**src/design/srelc_cfg.svh**
```systemverilog
// Purpose: Constants for the reset, enable and limp-home controller
// Assumes: 250 MHz pclk; APB register map is local to this block
// Notes:   Long counts are top-level parameters; these are defaults
`ifndef SRELC_CFG_SVH
`define SRELC_CFG_SVH

// Register byte offsets
`define SRELC_OFF_CTRL      12'h000
`define SRELC_OFF_IRQ       12'h004
`define SRELC_OFF_STATUS    12'h008
`define SRELC_OFF_EVENT     12'h00C

// Control register fields
`define SRELC_CTRL_MODE_LO  0
`define SRELC_CTRL_ENC      2
`define SRELC_CTRL_LIMP_WARNING_BIT     3
`define SRELC_CTRL_LHC      4
`define SRELC_CTRL_SWR      5
`define SRELC_CTRL_WMC      6
`define SRELC_CTRL_RESET_THRESHOLD_SEL     7
`define SRELC_CTRL_STBC     8
`define SRELC_CTRL_STBL     9
`define SRELC_CTRL_WIC_LO   10
`define SRELC_CTRL_NWP_LO   14

// Interrupt flag positions
`define SRELC_IRQ_MCU_SUPPLY_UV_IRQ      11
`define SRELC_IRQ_XCVR_SUPPLY_UV_IRQ      10
`define SRELC_IRQ_CI        7
`define SRELC_IRQ_POWER_ON_IRQ_FLAG      5

// Mode codes
`define SRELC_MODE_STANDBY  2'h0
`define SRELC_MODE_SLEEP    2'h1
`define SRELC_MODE_NORM_OFF 2'h2
`define SRELC_MODE_NORM_ON  2'h3

// Reset values
`define SRELC_NWP_DEFAULT   3'h4
`define SRELC_IRQ_RESET     16'h0020

// Timing in nanoseconds and cycle counts
`define SRELC_CLK_NS        4
`define SRELC_T_FILTER_NS   10000
`define SRELC_FILTER_CYC    ((`SRELC_T_FILTER_NS + `SRELC_CLK_NS - 1) / `SRELC_CLK_NS)
`define SRELC_T_SHORT_NS    20000000
`define SRELC_T_LONG_NS     40000000
`define SRELC_SHORT_CYC     ((`SRELC_T_SHORT_NS + `SRELC_CLK_NS - 1) / `SRELC_CLK_NS)
`define SRELC_LONG_CYC      ((`SRELC_T_LONG_NS + `SRELC_CLK_NS - 1) / `SRELC_CLK_NS)

`endif

```
**src/design/srelc_pkg.sv**
```systemverilog
// Purpose: Types for the reset, enable and limp-home controller
// Assumes: Constants come from srelc_cfg.svh
// Notes:   Struct groups the analog and watchdog event inputs
package srelc_pkg;

    typedef enum logic [2:0] {
        SRELC_IDLE  = 3'b001,
        SRELC_PULSE = 3'b010,
        SRELC_HOLD  = 3'b100
    } srelc_state_t;

    typedef struct packed {
        logic vbat_above_pon;
        logic overtemp;
        logic mcu_uv_90;
        logic mcu_uv_70;
        logic xcvr_uv_90;
        logic wdog_overflow;
        logic wdog_early_trig;
        logic wake_pending;
    } srelc_events_t;

endpackage : srelc_pkg

```
**src/design/srelc_top.sv**
```systemverilog
// Purpose: System reset sequencer, enable output and limp-home logic
// Assumes: APB slave on pclk; analog and watchdog events arrive synchronous
// Notes:   Timing from pclk stands in for the internal oscillator
`timescale 1ns/10ps
`include "srelc_cfg.svh"

// Summary of operation
// - Sleep request while unsafe causes reset
// - Watchdog window faults, double timeout reset
// - Mode bit change in normal, or disable pin change, resets
// - Software reset bit forces full reset
// - Leaving overtemperature resets with strapped length
// - Timeout overflow without pending flag sets it
// - Filtered external low on reset pin resets
// - Internal reset drives reset pin low
// - Supply, power-on, overtemp resets use strap length
// - All other internal causes use short pulse
// - Enable pin high when bit set, normal mode
// - Any reset forces enable output low
// - Reset sets warning; second reset sets limp
// - Overtemperature holds limp bit set
// - Low battery enters off; recovery to standby
// - Leaving off sets power-on flag
// - Supply undervoltage resets at selected threshold
// - Supply warning flag at ninety percent
// - Supply status bit readable
// - Mode code 10 disables transceiver regulator
// - Transceiver supply warning at ninety percent
// - Transceiver status real only in normal
// - Write one clears interrupt flags
// - Codes 1x normal, 00 standby, 01 sleep
// - Watchdog reset restores default period
module srelc_top #(
    parameter int unsigned SHORT_CYC  = `SRELC_SHORT_CYC,
    parameter int unsigned LONG_CYC   = `SRELC_LONG_CYC,
    parameter int unsigned FILTER_CYC = `SRELC_FILTER_CYC
) (
    // Clock and reset
    input  wire logic                   pclk,
    input  wire logic                   presetn,
    // APB slave
    input  wire logic                   psel,
    input  wire logic                   penable,
    input  wire logic                   pwrite,
    input  wire logic [11:0]            paddr,
    input  wire logic [31:0]            pwdata,
    output logic      [31:0]            prdata,
    output logic                        pready,
    output logic                        pslverr,
    // Analog, watchdog and pin events
    input  wire srelc_pkg::srelc_events_t evt,
    input  wire logic                   wdog_disable_pin,
    input  wire logic                   irq_out_n,
    input  wire logic                   short_strap,
    // Bidirectional reset pin, active low
    input  wire logic                   sys_reset_pin_n_in,
    output logic                        sys_reset_pin_n_out,
    output logic                        sys_reset_pin_n_oe,
    // Fail-safe outputs
    output logic                        enable_out,
    output logic                        limp_out_n_oe,
    output logic                        xcvr_supply_regulator_on,
    output logic                        power_off_mode
);

    localparam int unsigned CW = 24;

    srelc_pkg::srelc_state_t state_r;
    logic [1:0]  mode_field_r;
    logic        enable_out_ctrl_r;
    logic        limp_warning_bit_r;
    logic        limp_active_bit_r;
    logic        wdog_mode_ctrl_bit_r;
    logic        reset_threshold_sel_r;
    logic        can_xcvr_standby_bit_r;
    logic        lin_xcvr_standby_bit_r;
    logic [1:0]  wake_pin1_config_r;
    logic [1:0]  wake_pin2_config_r;
    logic [2:0]  wdog_period_sel_r;
    logic [15:0] irq_r;
    logic [CW-1:0] pulse_cnt_r;
    logic [CW-1:0] filt_cnt_r;
    logic        ext_seen_r;
    logic        wdog_disable_pin_r;
    logic        ot_r;
    logic        poff_r;
    logic [7:0]  cause_r;

    function automatic logic is_normal(input logic [1:0] m);
        is_normal = m[1];
    endfunction : is_normal

    function automatic logic [CW-1:0] cyc(input int unsigned n);
        cyc = CW'(n);
    endfunction : cyc

    // APB decode; single-cycle access, always ready
    logic apb_wr;
    logic wr_ctrl;
    logic wr_irq;
    logic [15:0] wsel;
    assign apb_wr  = psel && penable && pwrite;
    assign wr_ctrl = apb_wr && (paddr == `SRELC_OFF_CTRL);
    assign wr_irq  = apb_wr && (paddr == `SRELC_OFF_IRQ);
    assign wsel    = pwdata[15:0];

    // Watchdog mode decode
    logic wd_on;
    logic wd_window;
    logic wd_timeout;
    logic wmc_new;
    assign wd_on      = !wdog_disable_pin && !poff_r && !evt.overtemp;
    assign wd_window  = wd_on && is_normal(mode_field_r) && !wdog_mode_ctrl_bit_r;
    assign wd_timeout = wd_on && (is_normal(mode_field_r) ? wdog_mode_ctrl_bit_r
                                 : (mode_field_r == `SRELC_MODE_STANDBY)
                                   && !wdog_mode_ctrl_bit_r);
    assign wmc_new    = wsel[`SRELC_CTRL_WMC];

    // Reset causes
    logic [1:0] mode_wr;
    logic sleep_bad;
    logic c_wdog;
    logic c_wmc;
    logic c_wdog_disable_pin;
    logic c_swr;
    logic c_ot;
    logic c_uv;
    logic c_pon;
    logic c_ext;
    logic ext_low;
    logic any_int;
    logic any_rst;
    logic use_strap;
    logic ci_req;
    assign mode_wr   = wsel[`SRELC_CTRL_MODE_LO +: 2];
    assign sleep_bad = !irq_out_n
                     || ({wsel[`SRELC_CTRL_STBC], wsel[`SRELC_CTRL_STBL],
                          wsel[`SRELC_CTRL_WIC_LO +: 4]} == 6'h00)
                     || evt.wake_pending;
    assign c_wdog  = (wd_window && (evt.wdog_overflow || evt.wdog_early_trig))
                   || (wd_timeout && evt.wdog_overflow && irq_r[`SRELC_IRQ_CI]);
    assign ci_req  = wd_timeout && evt.wdog_overflow && !irq_r[`SRELC_IRQ_CI];
    assign c_wmc   = wr_ctrl && is_normal(mode_field_r)
                   && (wmc_new != wdog_mode_ctrl_bit_r);
    assign c_wdog_disable_pin = (wdog_disable_pin != wdog_disable_pin_r);
    assign c_swr   = wr_ctrl && wsel[`SRELC_CTRL_SWR];
    assign c_ot    = ot_r && !evt.overtemp;
    assign c_uv    = reset_threshold_sel_r ? evt.mcu_uv_70 : evt.mcu_uv_90;
    assign c_pon   = poff_r && evt.vbat_above_pon;
    assign ext_low = !sys_reset_pin_n_in && !sys_reset_pin_n_oe;
    assign c_ext   = ext_low && (filt_cnt_r == cyc(FILTER_CYC - 1)) && !ext_seen_r;
    // Logic is down in off mode; only the power-on cause gets through
    assign any_int = ((wr_ctrl && (mode_wr == `SRELC_MODE_SLEEP) && sleep_bad)
                   || c_wdog || c_wmc || c_wdog_disable_pin || c_swr || c_ot || c_uv || c_pon)
                   && (!poff_r || c_pon);
    assign any_rst = any_int || (c_ext && !poff_r);
    assign use_strap = c_ot || c_uv || c_pon;

    // External reset filter
    always_ff @(posedge pclk or negedge presetn) begin
        if (!presetn) begin
            filt_cnt_r <= '0;
            ext_seen_r <= 1'b0;
        end else if (!ext_low) begin
            filt_cnt_r <= '0;
            ext_seen_r <= 1'b0;
        end else begin
            if (filt_cnt_r != cyc(FILTER_CYC - 1))
                filt_cnt_r <= filt_cnt_r + 1'b1;
            if (c_ext)
                ext_seen_r <= 1'b1;
        end
    end

    logic poff_nxt;
    assign poff_nxt = !evt.vbat_above_pon;

    // Event history
    always_ff @(posedge pclk or negedge presetn) begin
        if (!presetn) begin
            wdog_disable_pin_r <= 1'b0;
            ot_r    <= 1'b0;
            poff_r  <= 1'b1;
        end else begin
            wdog_disable_pin_r <= wdog_disable_pin;
            ot_r    <= evt.overtemp;
            poff_r  <= poff_nxt;
        end
    end

    // Pulse generator; any new internal cause restarts the count
    always_ff @(posedge pclk or negedge presetn) begin
        if (!presetn) begin
            state_r     <= srelc_pkg::SRELC_IDLE;
            pulse_cnt_r <= '0;
            cause_r     <= '0;
        end else if (any_int) begin
            state_r     <= srelc_pkg::SRELC_PULSE;
            pulse_cnt_r <= (use_strap && !short_strap) ? cyc(LONG_CYC - 1)
                                                       : cyc(SHORT_CYC - 1);
            cause_r     <= {c_ext, c_pon, c_uv, c_ot, c_swr, c_wdog_disable_pin | c_wmc, c_wdog,
                            !(c_pon | c_uv | c_ot | c_swr | c_wdog_disable_pin | c_wmc | c_wdog)};
        end else begin
            unique case (state_r)
                srelc_pkg::SRELC_IDLE: begin
                    if (c_ext) begin
                        state_r <= srelc_pkg::SRELC_HOLD;
                        cause_r <= 8'h80;
                    end
                end
                srelc_pkg::SRELC_PULSE: begin
                    if (pulse_cnt_r == '0)
                        state_r <= srelc_pkg::SRELC_IDLE;
                    else
                        pulse_cnt_r <= pulse_cnt_r - 1'b1;
                end
                srelc_pkg::SRELC_HOLD: begin
                    if (!ext_low)
                        state_r <= srelc_pkg::SRELC_IDLE;
                end
            endcase
        end
    end

    // Control register
    always_ff @(posedge pclk or negedge presetn) begin
        if (!presetn) begin
            mode_field_r           <= `SRELC_MODE_STANDBY;
            enable_out_ctrl_r      <= 1'b0;
            wdog_mode_ctrl_bit_r   <= 1'b0;
            reset_threshold_sel_r  <= 1'b0;
            can_xcvr_standby_bit_r <= 1'b0;
            lin_xcvr_standby_bit_r <= 1'b0;
            wake_pin1_config_r     <= 2'h0;
            wake_pin2_config_r     <= 2'h0;
            wdog_period_sel_r      <= `SRELC_NWP_DEFAULT;
        end else if (any_rst || poff_r) begin
            mode_field_r      <= `SRELC_MODE_STANDBY;
            enable_out_ctrl_r <= 1'b0;
            if (c_wdog || c_wmc || c_wdog_disable_pin)
                wdog_period_sel_r <= `SRELC_NWP_DEFAULT;
        end else if (wr_ctrl) begin
            mode_field_r           <= mode_wr;
            enable_out_ctrl_r      <= wsel[`SRELC_CTRL_ENC];
            wdog_mode_ctrl_bit_r   <= wmc_new;
            reset_threshold_sel_r  <= wsel[`SRELC_CTRL_RESET_THRESHOLD_SEL];
            can_xcvr_standby_bit_r <= wsel[`SRELC_CTRL_STBC];
            lin_xcvr_standby_bit_r <= wsel[`SRELC_CTRL_STBL];
            wake_pin1_config_r     <= wsel[`SRELC_CTRL_WIC_LO +: 2];
            wake_pin2_config_r     <= wsel[`SRELC_CTRL_WIC_LO + 2 +: 2];
            wdog_period_sel_r      <= wsel[`SRELC_CTRL_NWP_LO +: 3];
        end
    end

    // Limp-home pair; hardware set wins over software clear
    always_ff @(posedge pclk or negedge presetn) begin
        if (!presetn) begin
            limp_warning_bit_r <= 1'b0;
            limp_active_bit_r  <= 1'b0;
        end else begin
            if (any_rst)
                limp_warning_bit_r <= 1'b1;
            else if (wr_ctrl)
                limp_warning_bit_r <= wsel[`SRELC_CTRL_LIMP_WARNING_BIT];
            if ((any_rst && limp_warning_bit_r) || evt.overtemp)
                limp_active_bit_r <= 1'b1;
            else if (wr_ctrl)
                limp_active_bit_r <= wsel[`SRELC_CTRL_LHC];
        end
    end

    // Interrupt flags; set wins over write-one clear
    logic [15:0] irq_set;
    always_comb begin
        irq_set = '0;
        irq_set[`SRELC_IRQ_MCU_SUPPLY_UV_IRQ] = evt.mcu_uv_90;
        // Still watched in mode 10 with the regulator off, but not in off mode; an outside source may feed it
        irq_set[`SRELC_IRQ_XCVR_SUPPLY_UV_IRQ] = evt.xcvr_uv_90 && !poff_r;
        irq_set[`SRELC_IRQ_CI]   = ci_req;
        irq_set[`SRELC_IRQ_POWER_ON_IRQ_FLAG] = c_pon;
    end

    always_ff @(posedge pclk or negedge presetn) begin
        if (!presetn)
            irq_r <= `SRELC_IRQ_RESET;
        else
            irq_r <= (irq_r & ~(wr_irq ? wsel : 16'h0000)) | irq_set;
    end

    // Pin and status outputs, all registered
    always_ff @(posedge pclk or negedge presetn) begin
        if (!presetn) begin
            sys_reset_pin_n_out      <= 1'b0;
            sys_reset_pin_n_oe       <= 1'b0;
            enable_out               <= 1'b0;
            limp_out_n_oe            <= 1'b0;
            xcvr_supply_regulator_on <= 1'b0;
            power_off_mode           <= 1'b1;
        end else begin
            sys_reset_pin_n_out <= 1'b0;
            // Gated on the next off state so off mode and outputs switch together
            sys_reset_pin_n_oe  <= ((state_r == srelc_pkg::SRELC_PULSE) || any_int)
                                   && !poff_nxt;
            enable_out          <= enable_out_ctrl_r && is_normal(mode_field_r)
                                   && !any_rst && !poff_nxt;
            limp_out_n_oe       <= limp_active_bit_r;
            xcvr_supply_regulator_on <= (mode_field_r != `SRELC_MODE_NORM_OFF)
                                        && !poff_nxt;
            power_off_mode      <= poff_nxt;
        end
    end

    // APB read data
    logic [31:0] rd_mux;
    always_comb begin
        rd_mux = '0;
        unique case (paddr)
            `SRELC_OFF_CTRL: begin
                rd_mux[`SRELC_CTRL_MODE_LO +: 2] = mode_field_r;
                rd_mux[`SRELC_CTRL_ENC]  = enable_out_ctrl_r;
                rd_mux[`SRELC_CTRL_LIMP_WARNING_BIT] = limp_warning_bit_r;
                rd_mux[`SRELC_CTRL_LHC]  = limp_active_bit_r;
                rd_mux[`SRELC_CTRL_WMC]  = wdog_mode_ctrl_bit_r;
                rd_mux[`SRELC_CTRL_RESET_THRESHOLD_SEL] = reset_threshold_sel_r;
                rd_mux[`SRELC_CTRL_STBC] = can_xcvr_standby_bit_r;
                rd_mux[`SRELC_CTRL_STBL] = lin_xcvr_standby_bit_r;
                rd_mux[`SRELC_CTRL_WIC_LO +: 4] = {wake_pin2_config_r, wake_pin1_config_r};
                rd_mux[`SRELC_CTRL_NWP_LO +: 3] = wdog_period_sel_r;
            end
            `SRELC_OFF_IRQ:    rd_mux[15:0] = irq_r;
            `SRELC_OFF_STATUS: begin
                rd_mux[0] = !evt.mcu_uv_90;
                rd_mux[1] = is_normal(mode_field_r) ? !evt.xcvr_uv_90 : 1'b1;
                rd_mux[2] = (state_r != srelc_pkg::SRELC_IDLE);
            end
            `SRELC_OFF_EVENT:  rd_mux[7:0] = cause_r;
            default:           rd_mux = '0;
        endcase
    end

    logic mapped;
    assign mapped = (paddr == `SRELC_OFF_CTRL) || (paddr == `SRELC_OFF_IRQ)
                  || (paddr == `SRELC_OFF_STATUS) || (paddr == `SRELC_OFF_EVENT);

    always_ff @(posedge pclk or negedge presetn) begin
        if (!presetn) begin
            prdata  <= '0;
            pready  <= 1'b0;
            pslverr <= 1'b0;
        end else begin
            pready  <= psel && !penable;
            pslverr <= psel && !penable && !mapped;
            prdata  <= (psel && !penable && !pwrite) ? rd_mux : 32'h0000_0000;
        end
    end

endmodule : srelc_top

```
**config.mk**
```make
export PLATFORM = sky130hd
export DESIGN_NAME = srelc_top
export DESIGN_NICKNAME = d
export VERILOG_FILES = /design/src/design/srelc_pkg.sv /design/src/design/srelc_top.sv
export VERILOG_INCLUDE_DIRS = /design/src /design/src/design
export SDC_FILE = /design/constraint.sdc
export NUM_CORES = 1
export LEC_CHECK = 0
export ABC_AREA = 1
export BUFFER_PORTS_ARGS = -buffer_cell sky130_fd_sc_hd__buf_2
export CORE_MARGIN = 8
export CORE_UTILIZATION = 32
export CTS_BUF_LIST = sky130_fd_sc_hd__clkbuf_4
export DETAILED_ROUTE_END_ITERATION = 12
export MAX_ROUTING_LAYER = met4
export PLACE_DENSITY_LB_ADDON = 0.3
export SETUP_SLACK_MARGIN = 0.4
export SLEW_MARGIN = 20
export SYNTH_ARGS = -nofsm -noshare
export SYNTH_HDL_FRONTEND = slang
export SYNTH_SLANG_ARGS = --single-unit
```
**constraint.sdc**
```tcl
create_clock -name pclk -period 3 [get_ports pclk]
set_input_delay 0.45 -clock pclk [delete_from_list [all_inputs] [get_ports pclk]]
set_output_delay 0.45 -clock pclk [all_outputs]
set_load 0.02 [all_outputs]
```
==> results_dict.tcl, run 1 <==
set metrics [dict create \
    status "completed" \
    cp_max_fo 27 \
    tns_ns 0 \
    powerDensity_nw_per_um2 509.1 \
    cp-start-kind "input pin" \
    cap_violations 0 \
    grt_first_pass_wirelength_microns 25500 \
    crit_type "in -> reg" \
    die_area_sq_um 23260 \
    grt_usage_pct 13.95 \
    htree_levels 4 \
    num_rows 50 \
    nFillCells 1928 \
    io_buffers 68 \
    netlist_instances 748 \
    cts-root-buf "clkbuf_4" \
    core_sq_um 18520 \
    syn_area_sq_um 5963 \
    crit_slowest_cell "dlygate4sd3_1" \
    rsz0062_at_grt "false" \
    num_io_pins 101 \
    drive_gt1_share_pct 16.07 \
    synth_seq_area_share_pct 49.60 \
    skew_ns 0.02173 \
    regArea_sq_um 2958 \
    final-hold-violation-count 0 \
    clk-insertion-delay-late_ns 0.55 \
    utilization_pct 37.35 \
    antenna_found_initial 1 \
    via_per_inst 4.677 \
    worstMarginPinSlew_ns 0.6255 \
    multi_input_area_sq_um 2486 \
    async_flop_share_pct 100.0 \
    cts_buffer_depth 2 \
    fin_crit_ns 2.457 \
    required_ns 3.44 \
    slew_headroom_pct 57.86 \
    slowest_delay_ns 0.56 \
    p_leak_nw 3.379 \
    initial_core_util_pct 32.20 \
    overflow 0 \
    slew_viol_final 0 \
    clock.fmax_mhz 407.0 \
    arrival_ns 2.89 \
    routed_wl_microns 15270 \
    ys_seq_elements 118 \
    path_cells "dlygate4sd3_1 > buf_2 > nor3_1 > o211ai_1 > nand2_2 > nor2_4 > nand3_2 > nand2_4 > nand2_8 > inv_4 > nand2_4 > nand2_1 > nand2_1 > nand2_1" \
    hpwl_microns 10990 \
    clk_pin_slew_worst_paths_ns 0.11 \
    cts_tree "yes" \
    wl_per_cell_microns 14.20 \
    crit_top_cell "nand2_1" \
    synth-edff-count 0 \
    hold_path.class "in -> reg" \
    layout_common_cells "nand2_1, dfrtp_1, inv_1" \
    period_share_pct 81.89 \
    synth_cell_types 43 \
    yosysWarnings 0 \
    routabilityCongestion 0.8265 \
    drc_errors 0 \
    synth_flop_cell "dfrtp_1" \
    dieHeight_microns 152.5 \
    grt_max_degree 54 \
    setup_violations 0 \
    antenna_left 0 \
    nets 890 \
    cp_top_family "simple AND/OR/NAND/NOR gates" \
    clock-sinks 118 \
    die_w_microns 152.5 \
    cp-end-kind "register" \
    final_common_cell "nand2_1" \
    avgSynthCellArea_sq_um 7.972 \
    path_buf_inv 3 \
    first_iter_violations 378 \
    vias 5028 \
    dr.pass1.iters 6 \
    cts_buffers 17 \
    ir_worst_vdd_mv 0.2115 \
    area_growth_syn_to_layout_pct 15.99 \
    cts_setup_buffers 0 \
    grt_pass1_vias 4941 \
]
==> per-stage QoR <==
step / total power [mW] / hold WS (ns) / area, sq um / cells / setup slack, ns
after CTS: 3.556 / 0.01005 / 6899 / 1073 / 0.5991
after global placement: 2.031 / 0.3760 / 6510 / 1040 / 0.6069
after global routing: 3.690 / 0.009790 / 6917 / 1075 / 0.4478
after detailed placement: 2.038 / 0.3765 / 6510 / 1040 / 0.5626
after floorplan: 1.918 / 0.1544 / 6020 / 763 / 1.147
final: 3.521 / 0.05970 / 6917 / 1075 / 0.5433
==> metal layers <==
layer	vias to the layer above	share of wire, %	track usage [%]
li1	2535	-	-
met1	2370	48	17.82
met2	108	46	20.84
met3	15	4.3	3.772
met4	0	1.8	5.231
met5	-	0	-
==> where the power goes <==
part	leakage, nW	switching [mW]	total (mW)	internal (mW)
clock network	0.189	0.679	1.51	0.835
logic	1.68	0.222	0.326	0.104
registers	1.51	0.0411	1.68	1.64
==> cell usage after synthesis (all sizes together) (3+ instances only) <==
master  count  area, sq um
nand3      49        255.3
o22ai       4        25.02
nor3       28        155.2
xor2        9        78.83
inv       102        385.4
o21ai      42        210.2
xnor2       6        52.55
a31oi       5        31.28
nand2     183        728.2
o21a        3        22.52
buf        25        176.4
a21oi      29        148.9
dfstp       4        105.1
dfrtp     114         2853
a22oi      13        97.59
nor2       98        397.9
nand4      11        75.07
clkbuf      5        18.77
nor4        4        25.02
==> logic make-up after synthesis <==
family                     Yosys count  synth area share [%]
and+or+nand+nor                    375                 27.70
adders and majority gates            2                0.4196
xor gates and xnor gates            15                 2.203
buffers and inverters              132                 9.736
AOI/OAI and AO/OA                  105                 10.28
DFF                                118                 49.60
other                                1               0.06289
==> what timing repair did <==
action / CTS / global route
resized for setup: 0 / 1
endpoints found under the hold margin: 19 / 1
hold buffers: 1 / 1
endpoints found under the setup margin: 0 / 5
==> registers in the layout, indices dropped and copies added (netlist names), 2 cells and up <==
signal,cells
filt_cnt_r,24
pulse_cnt_r,24
prdata,17
irq_r,16
cause_r,8
state_r,3
wdog_period_sel_r,3
mode_field_r,2
wake_pin1_config_r,2
wake_pin2_config_r,2
==> worst paths after layout <==
| path | startpoint | to | slack (ns) | cells after the start |
|---|---|---|---|---|
| worst max-delay path | wdog_disable_pin | pulse_cnt_r[2] | 0.54 | 14 |
| worst min-delay path | evt[6] | ot_r | 0.06 | 1 |
| worst max register to register | pulse_cnt_r[0] | pulse_cnt_r[17] | 0.72 | 12 |
| worst min register to register | irq_r[5] | irq_r[5] | 0.48 | 2 |
| max in group asynchronous | presetn | irq_r[9] | 1.77 | 3 |
| min in group asynchronous | presetn | pulse_cnt_r[16] | 0.33 | 2 |
==> final cells by class <==
class                           count  area share (%)
Multi-Input combinational cell    513           35.94
Clock buffer                       17           1.845
Timing Repair Buffer               75           5.970
Sequential cell                   118           42.76
Inverter                          102           5.572
Tap cell                          234           4.233
Clock inverter                     15           3.636
Antenna cell                        1         0.03618
Power figures use the tool's default switching activity.
==> run 2, diff against run 1 <==
--- a/config.mk
+++ b/config.mk
@@ -6,7 +6,7 @@
 export SDC_FILE = /design/constraint.sdc
 export NUM_CORES = 1
 export LEC_CHECK = 0
-export ABC_AREA = 1
+export ABC_AREA = 0
 export BUFFER_PORTS_ARGS = -buffer_cell sky130_fd_sc_hd__buf_2
 export CORE_MARGIN = 8
 export CORE_UTILIZATION = 32
==> constraint.sdc (replaced) <==
create_clock -name pclk -period 2.5 [get_ports pclk]
set_input_delay 0.375 -clock pclk [delete_from_list [all_inputs] [get_ports pclk]]
set_output_delay 0.375 -clock pclk [all_outputs]
set_load 0.02 [all_outputs]
==> run 2 against run 1 <==
Count of clock-buffer cells in the layout grew 1. Clock power grew 9.9%. First-iteration DRC count shrank 32%. Wire length shrank 1.7%. Synthesized cell count shrank 26%. Critical path type is now reg -> reg. Largest cell class unchanged.
==> results_dict.tcl, run 2 <==
set metrics [dict create \
    cts_tree "yes" \
    grt_first_pass_wirelength_microns 24620 \
    pre_cts_slack_ns -0.09483 \
    final-hold-violation-count 0 \
    dieHeight_microns 149.6 \
    p_int_mw 3.035 \
    hpwl_microns 10750 \
    yosysWarnings 0 \
    synth_flop_cell "dfrtp_1" \
    holdCritStartpoint "pwdata[12]" \
    cp-start-kind "register" \
    synth-edff-count 0 \
    grt_max_degree 44 \
    period_share_pct 97.70 \
    power_frac_seq_pct 49.0 \
    synth_seq_area_share_pct 51.77 \
    overflow 0 \
    num_rows 49 \
    slew_viol_final 0 \
    first_iter_violations 257 \
    utilization_pct 42.49 \
    min_path_cells 2 \
    ys_top_cells_by_count "dfrtp_1, nor2_1, nand2_1, nand3_1, a21oi_1" \
    vias 4637 \
    p_comb_share_pct 10.4 \
    reg2reg_to "wake_pin2_config_r[0]" \
    via_per_inst 4.975 \
    p_leak_nw 3.288 \
    required_ns 2.94 \
    grt_usage_pct 14.40 \
    layout_common_cells "dfrtp_1, nor2_1, buf_2" \
    clk-insertion-delay-late_ns 0.56 \
    sw_frac_of_total_pct 25.69 \
    cap_violations 0 \
    core_sq_um 17720 \
    routed_wl_microns 15010 \
    cts-root-buf "clkbuf_4" \
    arrival_ns 2.88 \
    clkPwrFrac_pct 40.6 \
    skew_ns 0.02285 \
    die_area_sq_um 22380 \
    hold_end "irq_r[12]" \
    nets 752 \
    powerDensity_nw_per_um2 542.5 \
    num_io_pins 101 \
    worstMarginPinSlew_ns 0.7143 \
    layout_setup_ws_ns 0.05748 \
    fin_crit_ns 2.443 \
    dr.pass1.iters 4 \
    ys_seq_elements 118 \
    yosys.area.top_type "dfrtp_1" \
    grt_pass1_vias 4794 \
    synth_top_area_share_pct 49.93 \
    netlist_instances 550 \
    initial_core_util_pct 32.24 \
    slew_headroom_pct 51.94 \
    area_growth_syn_to_layout_pct 31.78 \
    cts_buffers 17 \
    wl_per_cell_microns 16.10 \
    cts_buffer_depth 2 \
    timing.rr.start "reset_threshold_sel_r" \
    setup_violations 0 \
    power.switching_mw 1.049 \
    yosysMostFrequentCell "dfrtp_1" \
    antenna_found_initial 1 \
    die_w_microns 149.6 \
    rrSetupSlack_ns 0.06 \
    cp_max_fo 5 \
    drc_errors 0 \
    top_regs "filt_cnt_r (24), pulse_cnt_r (24), prdata (17)" \
    status "completed" \
    antenna_left 0 \
    ff2ff_path_depth 7 \
    final_common_cell "dfrtp_1" \
    clock.fmax_mhz 409.4 \
    htree_levels 4 \
    io_buffers 68 \
    rsz0062_at_grt "true" \
    async_flop_share_pct 100.0 \
    ys_top_cells_by_area "dfrtp_1, nor2_1, xnor2_1, xor2_1, mux2i_1" \
    crit_type "reg -> reg" \
    avgSynthCellArea_sq_um 10.39 \
    routabilityCongestion 0.8566 \
    syn_area_sq_um 5713 \
    clk_pin_slew_worst_paths_ns 0.11 \
    hold_path.class "in -> reg" \
    clock-sinks 118 \
    ir_worst_vdd_mv 0.2486 \
    synth_cell_types 63 \
    cp-end-kind "register" \
    drive_gt1_share_pct 33.62 \
]
[run 2: cell types whose count changed in the layout (fill, tap and decap cells not counted), moves of 14 or more]
cell     previous run  this run
xnor2_1             6        20
buf_4               5        51
o21ai_0            39         9
inv_1              98        12
nor2_1             92        70
nand2_1           176        29
mux2i_1             0        17
nor3_1             25         7
nand3_1            47        25
[run 2: what timing repair did]
item	in CTS	in global routing
hold buffers	11	0
buffers inserted	8	10
pin swaps	9	10
endpoints found under the hold margin	49	0
gates cloned	1	1
setup endpoints to repair	47	51
resized for setup	34	25
[run 2: worst max-delay path by stage]
stage / from / to / slack (ns) / cells after the start
floorplan: reset_threshold_sel_r / can_xcvr_standby_bit_r / 0.04 / 7
finish: reset_threshold_sel_r / wake_pin2_config_r[0] / 0.06 / 7
CTS: reset_threshold_sel_r / reset_threshold_sel_r / 0.04 / 7
detailed placement: evt[5] / wdog_mode_ctrl_bit_r / -0.09 / 8
global placement: evt[5] / wake_pin2_config_r[0] / -0.10 / 8
global route: reset_threshold_sel_r / wake_pin2_config_r[0] / -0.03 / 7
[run 2: power by group through the flow]
stage / sequential, mW / clock [mW] / combinational (mW)
finish: 2.00 / 1.66 / 0.424
global route: 2.01 / 1.80 / 0.465
CTS: 2.00 / 1.70 / 0.398
detailed placement: 2.03 / 0 / 0.335
global placement: 2.03 / 0 / 0.328
floorplan: 2.02 / 0 / 0.180
[run 2: area by class of cell]
class,instances,area (sq um)
diodes,1,2.502
clock buffers,18,135.1
clock inverters,14,207.7
fillers,1722,10190
inverters,12,45.04
multi-input cells,400,2853
flip-flops and latches,118,2964
well taps,229,286.5
repair buffers,140,1035
[run 2: cells by family after synthesis]
| group | Yosys count | share of synthesized area, % |
|---|---|---|
| simple gates | 234 | 22.29 |
| flops | 118 | 51.77 |
| compound gates | 81 | 9.176 |
| buf+inv | 47 | 4.555 |
| xor+xnor | 41 | 6.286 |
| mux | 26 | 5.409 |
| fa+ha+maj | 2 | 0.4380 |
| other cells | 1 | 0.06564 |
[run 2: through the flow]
stage	TNS [ns]	hold slack [ns]	cell area, sq um	power, mW	std cells
after floorplan	0	0.07941	5841	2.203	565
after global placement	-0.6124	0.4050	6591	2.353	868
after detailed placement	-0.5828	0.4137	6591	2.364	868
after CTS	0	0.0008458	7316	4.097	920
after global routing	-0.1449	0.005706	7528	4.271	932
final	0	0.04602	7528	4.084	932
[run 2: worst max-delay path, stage by stage, from the launching register on]
cell	delay, ns
dfrtp_1	0.38
mux2i_1	0.23
nand2_1	0.10
or4_4	0.50
or4b_4	0.52
nor2b_4	0.17
buf_6	0.14
mux2_4	0.29
[run 2: per-layer routing]
metal / global-route usage, % / up-vias / routed length, microns
met2: 22.43 / 104 / 7264
met4: 5.452 / 0 / 212
li1: - / 2192 / -
met3: 3.175 / 18 / 695
met5: - / - / 0
met1: 17.99 / 2323 / 6837
==> run 3, diff against run 2 <==
--- a/config.mk
+++ b/config.mk
@@ -14,8 +14,8 @@
 export DETAILED_ROUTE_END_ITERATION = 12
 export MAX_ROUTING_LAYER = met4
 export PLACE_DENSITY_LB_ADDON = 0.3
+export RECOVER_POWER = 25
 export SETUP_SLACK_MARGIN = 0.4
-export SLEW_MARGIN = 20
 export SYNTH_ARGS = -nofsm -noshare
 export SYNTH_HDL_FRONTEND = slang
 export SYNTH_SLANG_ARGS = --single-unit
==> run 3 against run 2 <==
Register-to-register slack is essentially flat. Power is essentially flat. Count of clock-buffer cells in the layout is the same. Sequential share of layout area grew 0.13 points. Sequential power is essentially flat. Global-route usage is the same. Worst setup slack lost 0.0041 ns. Worst hold slack lost 0.010 ns. Combinational power shrank 1%. Utilization shrank 0.14 points. Clock skew is essentially flat. Critical path depth is the same. Largest cell class unchanged.
==> results_dict.tcl, run 3 (synthesis results as in run 2) <==
set metrics [dict create \
    period_share_pct 97.87 \
    initial_core_util_pct 32.24 \
    die_area_sq_um 22380 \
    skew_ns 0.02325 \
    status "completed" \
    routed_wl_microns 15010 \
    clk-insertion-delay-late_ns 0.57 \
    cts_buffers 17 \
    grt_first_pass_wirelength_microns 24620 \
    cap_violations 0 \
    wl_met1_microns 6901 \
    cp-startpoint "reset_threshold_sel_r" \
    overflow 0 \
    fin_crit_ns 2.447 \
    hpwl_microns 10750 \
    layout_setup_ws_ns 0.05335 \
    required_ns 2.95 \
    area_growth_syn_to_layout_pct 31.34 \
    utilization_pct 42.35 \
    clk_pin_slew_worst_paths_ns 0.11 \
    cts-root-buf "clkbuf_4" \
    grt_max_degree 44 \
    drc_errors 0 \
    hold_path.class "in -> reg" \
    grt_pass1_vias 4794 \
    ir_worst_vdd_mv 0.2558 \
    crit_type "reg -> reg" \
    cp-end-kind "register" \
    slew_viol_final 0 \
    clock.fmax_mhz 408.7 \
    wl_per_cell_microns 16.11 \
    met2_length_microns 7246 \
    timing.rr.start "reset_threshold_sel_r" \
    via_per_inst 4.976 \
    holdCritStartpoint "pwdata[12]" \
    hold_slack_ns 0.03565 \
    pre_cts_slack_ns -0.09483 \
    setup_violations 0 \
    core_sq_um 17720 \
    top_regs "filt_cnt_r (24), pulse_cnt_r (24), prdata (17)" \
    dieHeight_microns 149.6 \
    first_iter_violations 254 \
    num_rows 49 \
    final_common_cell "dfrtp_1" \
    num_io_pins 101 \
    antenna_left 0 \
    slew_headroom_pct 27.20 \
    layout_common_cells "dfrtp_1, nor2_1, buf_2" \
    cp_max_fo 5 \
    rsz0062_at_grt "true" \
    io_buffers 68 \
    arrival_ns 2.90 \
    powerDensity_nw_per_um2 544.7 \
    final-hold-violation-count 0 \
    cp-start-kind "register" \
    cts_tree "yes" \
    htree_levels 4 \
    vias 4638 \
    p_leak_nw 3.270 \
    worstMarginPinSlew_ns 1.092 \
    antenna_found_initial 1 \
    drive_gt1_share_pct 33.05 \
    nets 752 \
    grt_usage_pct 14.40 \
    dr.pass1.iters 4 \
    highest_layer "met4" \
    clock-sinks 118 \
    cts_buffer_depth 2 \
    die_w_microns 149.6 \
    nFillCells 1726 \
    met3_wirelength_microns 646 \
    routabilityCongestion 0.8566 \
]
==> run 3: changes by cell type in the layout (fill, tap and decap cells not counted), sizes merged <==
cell    delta
buf        -7
clkbuf     +7
==> run 3: layout make-up <==
| cell class | count | area, sq um | area share [%] |
|---|---|---|---|
| antenna | 1 | 2.502 | 0.03335 |
| clock buffer | 18 | 135.1 | 1.801 |
| clock inverter | 14 | 207.7 | 2.768 |
| inverter | 12 | 45.04 | 0.6003 |
| multi-input combinational | 400 | 2853 | 38.02 |
| sequential | 118 | 2964 | 39.50 |
| tap | 229 | 286.5 | 3.819 |
| timing repair buffer | 140 | 1010 | 13.46 |
==> run 3: critical path: stages (launching register included) <==
cell,delay (ns)
dfrtp_1,0.38
mux2i_1,0.23
nand2_1,0.10
or4_4,0.50
or4b_4,0.52
nor2b_4,0.17
buf_6,0.14
mux2_4,0.29
==> run 3: path summary, 6_finish.rpt <==
| kind | end | slack (ns) | depth (start not counted) |
|---|---|---|---|
| worst min register to register | limp_out_n_oe | 0.42 | 0 |
| min in group asynchronous | prdata[10] | 0.57 | 2 |
| worst max-delay path | wake_pin2_config_r[0] | 0.05 | 7 |
| max in group asynchronous | pulse_cnt_r[8] | 0.38 | 3 |
| worst max register to register | wake_pin2_config_r[0] | 0.05 | 7 |
| worst min-delay path | irq_r[12] | 0.04 | 2 |
==> run 3: layer usage <==
layer	vias to the layer above	global-route usage [%]
li1	2194	-
met1	2320	17.99
met2	104	22.43
met3	20	3.175
met4	0	5.452
met5	-	-
==> run 3: stage by stage <==
stage / setup TNS, ns / instances / total power, mW / instance area (sq um)
after global placement: -0.6124 / 868 / 2.353 / 6591
final: 0 / 932 / 4.087 / 7503
after detailed placement: -0.5828 / 868 / 2.364 / 6591
after global routing: -0.1449 / 932 / 4.266 / 7503
after CTS: 0 / 920 / 4.097 / 7316
after floorplan: 0 / 565 / 2.203 / 5841
==> run 3: repair_timing <==
| item | in CTS | in global routing |
|---|---|---|
| cloned | 1 | 1 |
| pin swaps | 9 | 10 |
| resized for setup | 34 | 25 |
| hold endpoints to repair | 49 | 0 |
| hold buffers | 11 | 0 |
| buffers inserted | 8 | 10 |
| endpoints found under the setup margin | 47 | 51 |
==> run 3: power breakdown <==
group,switching [mW],internal [mW],leakage [nW]
logic,0.235,0.184,1.59
clock network,0.772,0.895,0.171
registers,0.0492,1.95,1.51
total,1.06,3.03,3.27
